--- src/rsp_pkg.sv ---
// Shared constants, types and register map of the radio serial port block.
package rsp_pkg;
    // ==========================================================
    // Register map (byte offsets) and status bit positions
    localparam logic [4:0] A_CTRL = 5'h00;
    localparam logic [4:0] A_STAT = 5'h04;
    localparam logic [4:0] A_MASK = 5'h08;
    localparam logic [4:0] A_TXD  = 5'h0C;
    localparam logic [4:0] A_RXD  = 5'h10;
    localparam logic [4:0] A_INFO = 5'h14;
    localparam logic [4:0] A_VOL  = 5'h18;
    localparam int ST_RXV  = 0;
    localparam int ST_FERR = 1;
    localparam int ST_TXE  = 2;
    localparam int ST_TALK = 3;
    localparam int ST_HOOK = 4;
    localparam int ST_PWRQ = 5;
    localparam int ST_W    = 6;
    // ==========================================================
    // Frame, flow control and timing constants
    localparam int DATA_BITS = 8;
    localparam logic [2:0] LAST_BIT = 3'h7;
    localparam logic [7:0] XON_CHAR  = 8'h11;
    localparam logic [7:0] XOFF_CHAR = 8'h13;
    localparam int CLK_HZ_DEF  = 40_000_000;
    localparam int MIRROR_US   = 500;
    localparam int KEY_MS      = 50;
    localparam int MIN_RATE    = 1200;
    // ==========================================================
    // Types
    typedef enum logic [3:0] {
        F_IDLE  = 4'h1,
        F_START = 4'h2,
        F_DATA  = 4'h4,
        F_STOP  = 4'h8
    } rsp_frame_e;
    typedef struct packed {
        logic [7:0] min_vol;
        logic [2:0] baud_sel;
        logic       port_aux;
        logic       hs_en;
        logic       mirror_en;
        logic       auto_pwr;
        logic       pwr_off;
    } rsp_ctrl_s;
    localparam rsp_ctrl_s CTRL_RST = '{min_vol: 8'h10, baud_sel: 3'h3, port_aux: 1'b0,
        hs_en: 1'b0, mirror_en: 1'b0, auto_pwr: 1'b1, pwr_off: 1'b0};
    localparam logic [ST_W-1:0] MASK_RST = 6'h00;
    // Clock cycles per bit for each selectable rate.
    function automatic int baud_div(input int clk_hz, input logic [2:0] sel);
        int rate;
        rate = 9600;
        unique case (sel)
            3'h0: rate = 1200;
            3'h1: rate = 2400;
            3'h2: rate = 4800;
            3'h3: rate = 9600;
            3'h4: rate = 14400;
            3'h5: rate = 19200;
            default: rate = 28800;
        endcase
        return clk_hz / rate;
    endfunction
endpackage

--- src/rsp_serial_port.sv ---
// Radio body serial port with flow control, head detection and control lines.
`timescale 1ns/1ps
`default_nettype none
module rsp_serial_port import rsp_pkg::*; #(
    parameter int CLK_HZ = CLK_HZ_DEF,
    parameter int MIRROR_CYC = (CLK_HZ / 1_000_000) * MIRROR_US,
    parameter int KEY_CYC = (CLK_HZ / 1000) * KEY_MS
) (
    input  wire logic        sys_clk,
    input  wire logic        rst_b,
    input  wire logic [4:0]  avs_address,
    input  wire logic        avs_read,
    input  wire logic        avs_write,
    input  wire logic [31:0] avs_writedata,
    output logic      [31:0] avs_readdata,
    output logic             avs_waitrequest,
    output logic             irq,
    input  wire logic        mic_rxd,
    output logic             mic_txd,
    input  wire logic        aux_rxd,
    output logic             aux_txd,
    input  wire logic        high_speed_data_mode,
    input  wire logic        talk_request_hook_in,
    output logic             talk_active,
    output logic             off_hook,
    input  wire logic        mirror_src_in,
    output logic             mic_port_general_io_o,
    output logic             mic_port_general_io_oe,
    input  wire logic        head_ui_present,
    input  wire logic        head_blank,
    input  wire logic [7:0]  vol_pot_level,
    output logic      [7:0]  rx_volume,
    input  wire logic        pwr_on_off_b_i,
    output logic             pwr_on_off_b_o,
    output logic             pwr_on_off_b_oe,
    output logic             radio_power_on
);
    localparam int DIVW   = $clog2(CLK_HZ / MIN_RATE + 1);
    localparam int MIR_DB = MIRROR_CYC / 2;
    localparam int TALK_CYC = KEY_CYC / 2;
    localparam int MW = $clog2(MIRROR_CYC + 2);
    localparam int KW = $clog2(KEY_CYC + 1);

    // ==========================================================
    // Bus slave and registers
    rsp_ctrl_s ctrl_q, ctrl_d;
    logic [ST_W-1:0] stat_q, stat_d, mask_q, mask_d, ev;
    logic [31:0] rdata_q, rdata_d;
    logic rd_ack_q, rd_ack_d, irq_q, irq_d, wr_ok, rd_ok, use_aux, mic_blk;
    logic [DIVW-1:0] div;
    logic tx_full_q, rx_full_q, paused_q, talk_q, hook_q, radio_on_q;
    logic [7:0] tx_hold_q, rx_data_q, vol_q;
    rsp_frame_e tx_st_q, rx_st_q;

    assign use_aux = ctrl_q.port_aux | ctrl_q.hs_en;
    assign mic_blk = high_speed_data_mode & ~use_aux;
    assign div = DIVW'(baud_div(CLK_HZ, ctrl_q.baud_sel));
    // A write to a full transmit holding register stalls the master.
    assign avs_waitrequest = (avs_read & ~rd_ack_q)
        | (avs_write & (avs_address == A_TXD) & tx_full_q);
    assign wr_ok = avs_write & ~avs_waitrequest;
    assign rd_ok = avs_read & rd_ack_q;
    assign avs_readdata = rdata_q;
    assign irq = irq_q;

    always_comb begin
        ctrl_d = ctrl_q;
        mask_d = mask_q;
        stat_d = stat_q | ev;
        rd_ack_d = avs_read & ~rd_ack_q;
        rdata_d = rdata_q;
        if (wr_ok) begin
            unique case (avs_address)
                A_CTRL: ctrl_d = avs_writedata[15:0];
                A_MASK: mask_d = avs_writedata[ST_W-1:0];
                // Clearing loses no event: a new one is ORed in afterwards.
                A_STAT: stat_d = (stat_q & ~avs_writedata[ST_W-1:0]) | ev;
                default: ;
            endcase
        end
        if (avs_read & ~rd_ack_q) begin
            unique case (avs_address)
                A_CTRL: rdata_d = {16'h0000, ctrl_q};
                A_STAT: rdata_d = {26'h0000000, stat_q};
                A_MASK: rdata_d = {26'h0000000, mask_q};
                A_TXD:  rdata_d = {23'h000000, tx_full_q, tx_hold_q};
                A_RXD:  rdata_d = {23'h000000, rx_full_q, rx_data_q};
                A_INFO: rdata_d = {24'h000000, talk_q, hook_q, paused_q, tx_st_q != F_IDLE,
                                   radio_on_q, head_ui_present, head_blank, use_aux};
                A_VOL:  rdata_d = {24'h000000, vol_q};
                default: rdata_d = 32'h00000000;
            endcase
        end
        irq_d = |(stat_d & mask_d);
    end

    always_ff @(posedge sys_clk or negedge rst_b) begin
        if (!rst_b) begin
            ctrl_q <= CTRL_RST;
            mask_q <= MASK_RST;
            stat_q <= '0;
            rd_ack_q <= 1'b0;
            rdata_q <= 32'h00000000;
            irq_q <= 1'b0;
        end else begin
            ctrl_q <= ctrl_d;
            mask_q <= mask_d;
            stat_q <= stat_d;
            rd_ack_q <= rd_ack_d;
            rdata_q <= rdata_d;
            irq_q <= irq_d;
        end
    end

    // ==========================================================
    // Transmitter
    rsp_frame_e tx_st_d;
    logic [DIVW-1:0] tx_cnt_q, tx_cnt_d;
    logic [2:0] tx_bit_q, tx_bit_d;
    logic [7:0] tx_sh_q, tx_sh_d, tx_hold_d;
    logic tx_full_d, tx_line_q, tx_line_d, tx_tick, mic_txd_q, mic_txd_d, aux_txd_q, aux_txd_d;

    assign tx_tick = tx_cnt_q == div - 1'b1;

    always_comb begin
        tx_st_d = tx_st_q;
        tx_cnt_d = tx_tick ? '0 : tx_cnt_q + 1'b1;
        tx_bit_d = tx_bit_q;
        tx_sh_d = tx_sh_q;
        tx_hold_d = tx_hold_q;
        tx_full_d = tx_full_q;
        tx_line_d = tx_line_q;
        ev[ST_TXE] = 1'b0;
        if (wr_ok && avs_address == A_TXD) begin
            tx_hold_d = avs_writedata[7:0];
            tx_full_d = 1'b1;
        end
        unique case (tx_st_q)
            F_IDLE: begin
                tx_cnt_d = '0;
                tx_line_d = 1'b1;
                if (tx_full_q && !paused_q && !mic_blk) begin
                    tx_sh_d = tx_hold_q;
                    tx_full_d = 1'b0;
                    ev[ST_TXE] = 1'b1;
                    tx_line_d = 1'b0;
                    tx_st_d = F_START;
                end
            end
            F_START: if (tx_tick) begin
                tx_line_d = tx_sh_q[0];
                tx_bit_d = 3'h0;
                tx_st_d = F_DATA;
            end
            F_DATA: if (tx_tick) begin
                tx_sh_d = {1'b0, tx_sh_q[7:1]};
                tx_bit_d = tx_bit_q + 1'b1;
                tx_line_d = tx_sh_q[1];
                if (tx_bit_q == LAST_BIT) begin
                    tx_line_d = 1'b1;
                    tx_st_d = F_STOP;
                end
            end
            F_STOP: if (tx_tick) tx_st_d = F_IDLE;
            default: tx_st_d = F_IDLE;
        endcase
        // The port not in use, or the blocked mic port, idles high.
        mic_txd_d = (use_aux || mic_blk) ? 1'b1 : tx_line_d;
        aux_txd_d = use_aux ? tx_line_d : 1'b1;
    end

    always_ff @(posedge sys_clk or negedge rst_b) begin
        if (!rst_b) begin
            tx_st_q <= F_IDLE;
            tx_cnt_q <= '0;
            tx_bit_q <= 3'h0;
            tx_sh_q <= 8'h00;
            tx_hold_q <= 8'h00;
            tx_full_q <= 1'b0;
            tx_line_q <= 1'b1;
            mic_txd_q <= 1'b1;
            aux_txd_q <= 1'b1;
        end else begin
            tx_st_q <= tx_st_d;
            tx_cnt_q <= tx_cnt_d;
            tx_bit_q <= tx_bit_d;
            tx_sh_q <= tx_sh_d;
            tx_hold_q <= tx_hold_d;
            tx_full_q <= tx_full_d;
            tx_line_q <= tx_line_d;
            mic_txd_q <= mic_txd_d;
            aux_txd_q <= aux_txd_d;
        end
    end
    assign mic_txd = mic_txd_q;
    assign aux_txd = aux_txd_q;

    // ==========================================================
    // Receiver with XON/XOFF detection
    rsp_frame_e rx_st_d;
    logic [DIVW-1:0] rx_cnt_q, rx_cnt_d;
    logic [2:0] rx_bit_q, rx_bit_d;
    logic [7:0] rx_sh_q, rx_sh_d, rx_data_d;
    logic rx_full_d, paused_d, rxd, rx_tick;

    // A blocked mic port reads as an idle line.
    assign rxd = use_aux ? aux_rxd : (mic_blk | mic_rxd);
    // The start state waits half a bit so later samples fall at bit centres.
    assign rx_tick = (rx_st_q == F_START) ? (rx_cnt_q == (div >> 1)) : (rx_cnt_q == div - 1'b1);

    always_comb begin
        rx_st_d = rx_st_q;
        rx_cnt_d = rx_tick ? '0 : rx_cnt_q + 1'b1;
        rx_bit_d = rx_bit_q;
        rx_sh_d = rx_sh_q;
        rx_data_d = rx_data_q;
        rx_full_d = rx_full_q & ~(rd_ok && avs_address == A_RXD);
        paused_d = paused_q;
        ev[ST_RXV] = 1'b0;
        ev[ST_FERR] = 1'b0;
        unique case (rx_st_q)
            F_IDLE: begin
                rx_cnt_d = '0;
                if (!rxd) rx_st_d = F_START;
            end
            F_START: if (rx_tick) begin
                rx_bit_d = 3'h0;
                rx_st_d = rxd ? F_IDLE : F_DATA;
            end
            F_DATA: if (rx_tick) begin
                rx_sh_d = {rxd, rx_sh_q[7:1]};
                rx_bit_d = rx_bit_q + 1'b1;
                if (rx_bit_q == LAST_BIT) rx_st_d = F_STOP;
            end
            F_STOP: if (rx_tick) begin
                rx_st_d = F_IDLE;
                if (!rxd) ev[ST_FERR] = 1'b1;
                else if (rx_sh_q == XOFF_CHAR) paused_d = 1'b1;
                else if (rx_sh_q == XON_CHAR) paused_d = 1'b0;
                else begin
                    rx_data_d = rx_sh_q;
                    rx_full_d = 1'b1;
                    ev[ST_RXV] = 1'b1;
                end
            end
            default: rx_st_d = F_IDLE;
        endcase
    end

    always_ff @(posedge sys_clk or negedge rst_b) begin
        if (!rst_b) begin
            rx_st_q <= F_IDLE;
            rx_cnt_q <= '0;
            rx_bit_q <= 3'h0;
            rx_sh_q <= 8'h00;
            rx_data_q <= 8'h00;
            rx_full_q <= 1'b0;
            paused_q <= 1'b0;
        end else begin
            rx_st_q <= rx_st_d;
            rx_cnt_q <= rx_cnt_d;
            rx_bit_q <= rx_bit_d;
            rx_sh_q <= rx_sh_d;
            rx_data_q <= rx_data_d;
            rx_full_q <= rx_full_d;
            paused_q <= paused_d;
        end
    end

    // ==========================================================
    // Mirror, talk/hook, volume and power control
    logic [MW-1:0] mir_cnt_q, mir_cnt_d;
    logic [KW-1:0] tk_cnt_q, tk_cnt_d;
    logic mir_q, mir_d, oe_q, oe_d, talk_d, hook_d, radio_on_d, pwr_req, preq_q, pwr_oe_q;
    logic [7:0] vol_d;

    // Our own power-off drive must not read back as a power-on request.
    assign pwr_req = ~pwr_on_off_b_i & ~pwr_oe_q;

    always_comb begin
        mir_d = mir_q;
        mir_cnt_d = '0;
        if (mirror_src_in != mir_q) begin
            mir_cnt_d = mir_cnt_q + 1'b1;
            if (mir_cnt_q == MW'(MIR_DB - 1)) begin
                mir_d = mirror_src_in;
                mir_cnt_d = '0;
            end
        end
        oe_d = ctrl_q.mirror_en & ~mir_d;
        talk_d = talk_q;
        hook_d = hook_q;
        tk_cnt_d = '0;
        ev[ST_TALK] = 1'b0;
        ev[ST_HOOK] = 1'b0;
        if (!talk_request_hook_in) begin
            tk_cnt_d = (tk_cnt_q == KW'(TALK_CYC - 1)) ? tk_cnt_q : tk_cnt_q + 1'b1;
            if (tk_cnt_q == KW'(TALK_CYC - 1) && !talk_q) begin
                talk_d = 1'b1;
                ev[ST_TALK] = 1'b1;
            end
        end else begin
            talk_d = 1'b0;
            // A released low of at least MIR_DB cycles but shorter than the talk time is a hookswitch change.
            if (!talk_q && tk_cnt_q >= KW'(MIR_DB)) begin
                hook_d = ~hook_q;
                ev[ST_HOOK] = 1'b1;
            end
        end
        vol_d = head_ui_present ? vol_pot_level : ctrl_q.min_vol;
        radio_on_d = ~ctrl_q.pwr_off
            & (radio_on_q | pwr_req | (ctrl_q.auto_pwr & ~head_ui_present));
        ev[ST_PWRQ] = pwr_req & ~preq_q;
    end

    always_ff @(posedge sys_clk or negedge rst_b) begin
        if (!rst_b) begin
            mir_q <= 1'b1;
            mir_cnt_q <= '0;
            oe_q <= 1'b0;
            talk_q <= 1'b0;
            hook_q <= 1'b0;
            tk_cnt_q <= '0;
            vol_q <= 8'h00;
            radio_on_q <= 1'b0;
            preq_q <= 1'b0;
            pwr_oe_q <= 1'b0;
        end else begin
            mir_q <= mir_d;
            mir_cnt_q <= mir_cnt_d;
            oe_q <= oe_d;
            talk_q <= talk_d;
            hook_q <= hook_d;
            tk_cnt_q <= tk_cnt_d;
            vol_q <= vol_d;
            radio_on_q <= radio_on_d;
            preq_q <= pwr_req;
            pwr_oe_q <= ctrl_q.pwr_off;
        end
    end
    assign mic_port_general_io_o = 1'b0;
    assign mic_port_general_io_oe = oe_q;
    assign talk_active = talk_q;
    assign off_hook = hook_q;
    assign rx_volume = vol_q;
    assign pwr_on_off_b_o = 1'b0;
    assign pwr_on_off_b_oe = pwr_oe_q;
    assign radio_power_on = radio_on_q;

    // ==========================================================
    // Assertions
    logic [MW-1:0] lag_q;
    always_ff @(posedge sys_clk or negedge rst_b) begin
        if (!rst_b) lag_q <= '0;
        else lag_q <= (ctrl_q.mirror_en && oe_q == mirror_src_in) ? lag_q + 1'b1 : '0;
    end
endmodule
`default_nettype wire

--- config.mk ---
export PLATFORM = sky130hd
export DESIGN_NAME = rsp_serial_port
export DESIGN_NICKNAME = d
export VERILOG_FILES = /design/src/rsp_pkg.sv /design/src/rsp_serial_port.sv
export SDC_FILE = /design/constraint.sdc
export NUM_CORES = 1
export LEC_CHECK = 0
export BUFFER_PORTS_ARGS = -buffer_cell sky130_fd_sc_hd__buf_2
export CORE_AREA = 2 2 268 270
export DETAILED_ROUTE_END_ITERATION = 12
export DIE_AREA = 0 0 270 272
export GPL_TIMING_DRIVEN = 0
export SETUP_SLACK_MARGIN = 0.5
export SLEW_MARGIN = 20
export SYNTH_ARGS = -nofsm -noshare
export SYNTH_HDL_FRONTEND = slang
export SYNTH_SLANG_ARGS = --single-unit
--- constraint.sdc ---
create_clock -name sys_clk -period 59.4 [get_ports sys_clk]
set_input_delay 8.91 -clock sys_clk [delete_from_list [all_inputs] [get_ports sys_clk]]
set_output_delay 8.91 -clock sys_clk [all_outputs]
set_load 0.1 [all_outputs]
Word level (Yosys, flattened, before mapping):

Index checks and enable logic that the tools add are counted.

* input port bits: 57
* memories: 0
* logic and storage cells: 223
* output and inout bits: 51
* bits in read-only memories: 0
* flip-flop bits (word level): 197
* bits in writable memories: 0
* bits in latches: 0

* bitwise operators: 35
* multiplexer cells: 72
* shift operators: 0
* eq/ne operators: 41
* divide/modulo/power cells: 1
* $add $sub $neg: 7
* order comparisons: 1
* multipliers: 0
* reductions and logical operators: 28

Operator list (number)
* $pmux 16 s7: 1
* $pmux 15 s6: 1
* $mux 16: 4
* $mux 21: 2
* $mux 4: 10
* $add 16x1->16 const B: 2
* $div 27x32->32 const A: 1
* $eq 16x16->1: 2
* $mux 1: 32
* $pmux 4 s4: 2
* $mux 15: 2
* $mux 6: 4
* $mux 8: 3
* $ne 2x2->1 const B: 11
* $add 21x1->21 const B: 1
* $eq 21x20->1 const B: 1
* $ge 21x14->1 const B: 1
* $eq 16x15->1: 1
* $eq 8x5->1 const B: 2
* $pmux 8 s2: 1
* $sub 16x1->16 const B: 1
* $add 15x1->15 const B: 1
* $eq 15x14->1 const B: 1
* $eq 5x5->1 const B: 3
* 33 further kinds: 95

Longest topological paths before layout:

* depth after elaboration: 13
* gate-level depth with buffers: 270
* depth with buffers taken out: 243

Worst setup path after synthesis:

Ideal clock, no wire load.

* path type: register to register
* start: register ctrl_q[6] (netlist name)
* end: register rx_data_q[0]
* stages on the path, launching flop included: 260
* period minus slack after synthesis: 48.044 ns
* setup time: 0.128 ns
* arrival: 47.916 ns
* setup slack: 11.356 ns
* required time: 59.272 ns
* buffers on the path: 26
* cell sequence: dfstp_2 -> buf_2 -> buf_4 -> inv_1 -> ha_1 -> buf_4 -> inv_2 -> clkbuf_1 -> clkbuf_1 -> ha_1 -> clkbuf_1 -> a2111o_1 -> nor2_1 -> ha_1 -> nand2b_1 -> o21ai_0 -> nor3_1 -> ha_1 -> [224 not listed] -> ha_1 -> a211o_1 -> a21o_1 -> a211oi_1 -> nand2_1 -> or4_1 -> o311a_1 -> o311ai_0 -> o21ai_0 -> a2111o_1 -> nor2_4 -> nand3_1 -> a21oi_1 -> o311ai_1 -> nor4b_2 -> and3_1 -> buf_2 -> mux2_1

* longest elaborated chain between the ends: 7
* elaborated cells between the ends (all ways): 13
* classes of those cells: 1 x add/sub; 1 x div; 7 x eq/ne; 2 x mux; 2 x reduce/logical

Ends and longest elaborated chain
* start, declared: RTL line rsp_serial_port.sv:46 `rsp_ctrl_s ctrl_q, ctrl_d;`
* start signal, assigned: RTL line rsp_serial_port.sv:106 `ctrl_q <= ctrl_d;`
* $eq 3x3->1, or another cell as far along: RTL line rsp_pkg.sv:53 `unique case (sel)`
* $pmux 15 s6 *: RTL line rsp_pkg.sv:53
* $div 27x32->32 *: RTL line rsp_pkg.sv:62 `return clk_hz / rate;`
* $sub 16x1->16: RTL line rsp_serial_port.sv:209 `assign rx_tick = (rx_st_q == F_START) ? (rx_cnt_q == (div >> 1)) : (rx_cnt_q == div - 1'b1);`
* $eq 16x16->1: RTL line rsp_serial_port.sv:209
* $mux 1 *: RTL line rsp_serial_port.sv:209
* $reduce_and 5->1 (no line) *
* end signal, assigned: RTL line rsp_serial_port.sv:264 `rx_data_q <= rx_data_d;`
* end, declared: RTL line rsp_serial_port.sv:52 `logic [7:0] tx_hold_q, rx_data_q, vol_q;`

Every way passes the cells marked *; elsewhere a longest branch is shown, timed or not.
A chain may end at the register's enable or synchronous reset.

Final worst setup path:

* start: register ctrl_q[6] (netlist name)
* end: register rx_data_q[7]

Same word-level chain as after synthesis.

==> metrics.md <==
| Metric | Value |
|---|---|
| Share of cells above drive strength 1 | `14.05%` |
| Tmin final | `55.64 ns` |
| Most frequent cell after synthesis | `nor2_1` |
| Worst hold stages | `0` |
| Worst Hold Class | `flop to flop` |
| Initial core utilization | `34.65%` |
| # setup viols final | `0` |
| H-tree levels | `4` |
| Total core area | `70,750 sq um` |
| CTS Sinks | `181` |
| Hold WS | `0.4630 ns` |
| # fillers | `7,415` |
| CTS Buf Count | `17` |
| DP Worst Slack | `-1.268 ns` |
| Row count | `98` |
| Final worst path period share | `93.66%` |
| Area leader, netlist | `dfrtp_1` |
| First-pass GRT wire length | `136,300 um` |
| Clock-pin slew on the worst setup and hold paths | `0.07 ns` |
| Seq/Total Area, Yosys | `18.53%` |
| Critical path arrival | `55.94 ns` |
| Vias | `25,120` |
| WP depth | `259` |
| CP Data Required Time | `59.71 ns` |
| Commonest cells post-synth | `nor2_1 (320), nand2_1 (309), a21oi_1 (230)` |
| Final Instance Area | `27,320 sq um` |
| CTS Hold Buffers Added | `0` |
| Max FO, Critical Path | `23` |
| Final setup margin | `3.764 ns` |
| Overflow after GRT | `0` |
| Routed len/inst | `20.67 um` |
| N_diodes | `0` |
| Via/cell ratio | `5.906` |
| FF-to-FF path depth | `259` |
| Post-route ant nets | `0` |
| Number of buffers and inverters on the critical path | `39` |
| Clock skew | `0.01289 ns` |
| CTS tree | `done` |
| CP max stage cell | `dfstp_4` |
| Most frequent CP cell | `ha_1` |
| Avg Inst Size Synth | `7.769 sq um` |
| Setup_tns | `0 ns` |
| IO buf count | `70` |
| Synth top area share | `17.46%` |
| DP Area | `26,310 sq um` |
| Crit start category | `flop` |
| GRT Resource Usage Total | `23.16%` |
| Final Hold Violating Endpoints | `0` |
| Least-Margin Pin Slew | `1.248 ns` |
| Slew headroom | `15.92%` |
| Prevailing post-synth register cell | `dfrtp_1` |
| Critical Path Max Stage Delay | `0.72 ns` |
| Vias in the first global route | `23,670` |
| Clock Root Buffer | `clkbuf_16` |
| Final WL | `87,890 um` |
| Syn-to-layout area delta | `11.46%` |
| Clk Latency, worst-skew pair | `0.43 ns` |
| DR pass1 iterations | `6` |
| Die height | `272 um` |
| Post-synthesis cell type count | `134` |
| CP Capture Type | `flop` |
| Die width | `270 um` |
| Synth area leaders | `dfrtp_1 (17%), ha_1 (9.2%), xnor2_1 (4.9%)` |
| Fmax | `17.97 MHz` |
| Final HPWL DP | `68,000 um` |
| Status | `finished clean` |
| Synth async-reset ratio | `100.0%` |
| CP top delay family | `compound AO/OA/AOI/OAI gates` |
| RSZ-0062 raised after global routing | `no` |
| Synthesized area | `24,510 sq um` |
| Post-layout nets | `3,529` |
| Initial DRC Count | `2,419` |
| Critical setup path kind | `flop to flop` |
| Ports | `108` |
| Residual DRC | `0` |
| Initial antenna violation count | `0` |
| Gate Count Post-Synth | `3,155` |
| Maxcap violations | `0` |
| Synthesis warning total | `0` |
| Largest net degree at the start of global routing | `81` |
| Gpl congestion | `0.9906` |
| Number of flops mapped to enable cells by yosys | `0` |
| Final slew viol count | `0` |
| Clock Path Buffers | `2` |
| Die Area | `73,440 sq um` |
| Register bit total from synthesis | `181` |
[layout make-up]
type	instances	area [sq um]	area share (%)
flip-flops and latches	181	4547	16.64
well taps	950	1189	4.351
inverters	91	341.6	1.250
clock inverters	9	117.6	0.4305
plain buffers	160	933.4	3.416
repair buffers	98	655.6	2.400
multi-input cells	2741	19050	69.72
clock buffers	23	488.0	1.786
[worst paths after layout]
kind                                  startpoint                   endpoint  slack (ns)
min reg2reg                ctrl_q[0]$_DFFE_PN0P_  pwr_on_off_b_oe$_DFF_PN0_        0.46
max reg2reg                ctrl_q[6]$_DFFE_PN1P_   rx_data_q[7]$_DFFE_PN0P_        3.76
max in group asynchronous                  rst_b      ctrl_q[6]$_DFFE_PN1P_       50.03
min in group asynchronous                  rst_b    mir_cnt_q[12]$_DFF_PN0_        8.33
max                        ctrl_q[6]$_DFFE_PN1P_   rx_data_q[7]$_DFFE_PN0P_        3.76
min                        ctrl_q[0]$_DFFE_PN0P_  pwr_on_off_b_oe$_DFF_PN0_        0.46
[registers in the layout, summed over array words and instances (netlist names), 6 cells and up]
name,flops
avs_readdata,16
ctrl_q,16
mask_q,6
mir_cnt_q,15
rx_cnt_q,16
rx_data_q,8
rx_sh_q,8
rx_volume,8
stat_q,6
tk_cnt_q,21
tx_cnt_q,16
tx_hold_q,8
tx_sh_q,8
[per-stage QoR]
stage,utilization (%),instances
CTS,38.12,4233
detailed placement,37.18,4199
global route,38.62,4253
floorplan,-,3172
global placement,36.91,4192
finish,38.62,4253
[worst register-to-register path, delay by kind of cell (launching register included)]
| kind | cells | cell delay [ns] |
|---|---|---|
| compound gates | 96 | 19.98 |
| simple gates | 86 | 15.32 |
| buf+inv | 39 | 8.43 |
| fa+ha+maj | 26 | 7.84 |
| mux | 8 | 2.44 |
| xor+xnor | 4 | 0.76 |
| flops | 1 | 0.72 |
[layout by cell type (no fill, tap or decap), drive strengths merged, types with 13 or more instances in the layout]
cell type,count
a211o,16
a211oi,43
a21o,74
a21oi,233
a22o,15
a31oi,42
and2,45
and3,45
and4,21
buf,206
clkbuf,75
conb,19
dfrtp,171
ha,181
inv,91
mux2,106
mux2i,60
nand2,310
nand2b,49
nand3,124
nand4,52
nor2,322
nor2b,33
nor3,93
nor3b,13
nor4,28
nor4b,16
o211ai,22
o21a,27
o21ai,171
o21bai,18
o31a,13
o31ai,26
or2,16
or3,34
or4,16
xnor2,140
xor2,87
[timing repair]
item,CTS,global route
resized for setup,10,54
pin swaps,1,11
buffers inserted,2,19
cloned,0,1
endpoints found under the setup margin,78,78
[routing by layer]
metal,track usage (%),part of all wire [%]
met3,3.156,7.4
met4,7.939,3.5
met2,37.66,44
met1,31.45,45
met5,0,0
[cell families after synthesis]
kind of cell | count (synthesis) | share of synthesized area (%)
xor+xnor | 228 | 8.295
other cells | 2 | 0.03064
flops | 181 | 18.53
simple gates | 1251 | 26.05
mux | 166 | 7.401
fa+ha+maj | 182 | 9.321
buf+inv | 251 | 5.109
compound gates | 894 | 25.27
Power is left out: the tool's default activity adds up to more than one toggle a clock period on the data nets, which glitch-free logic cannot reach.
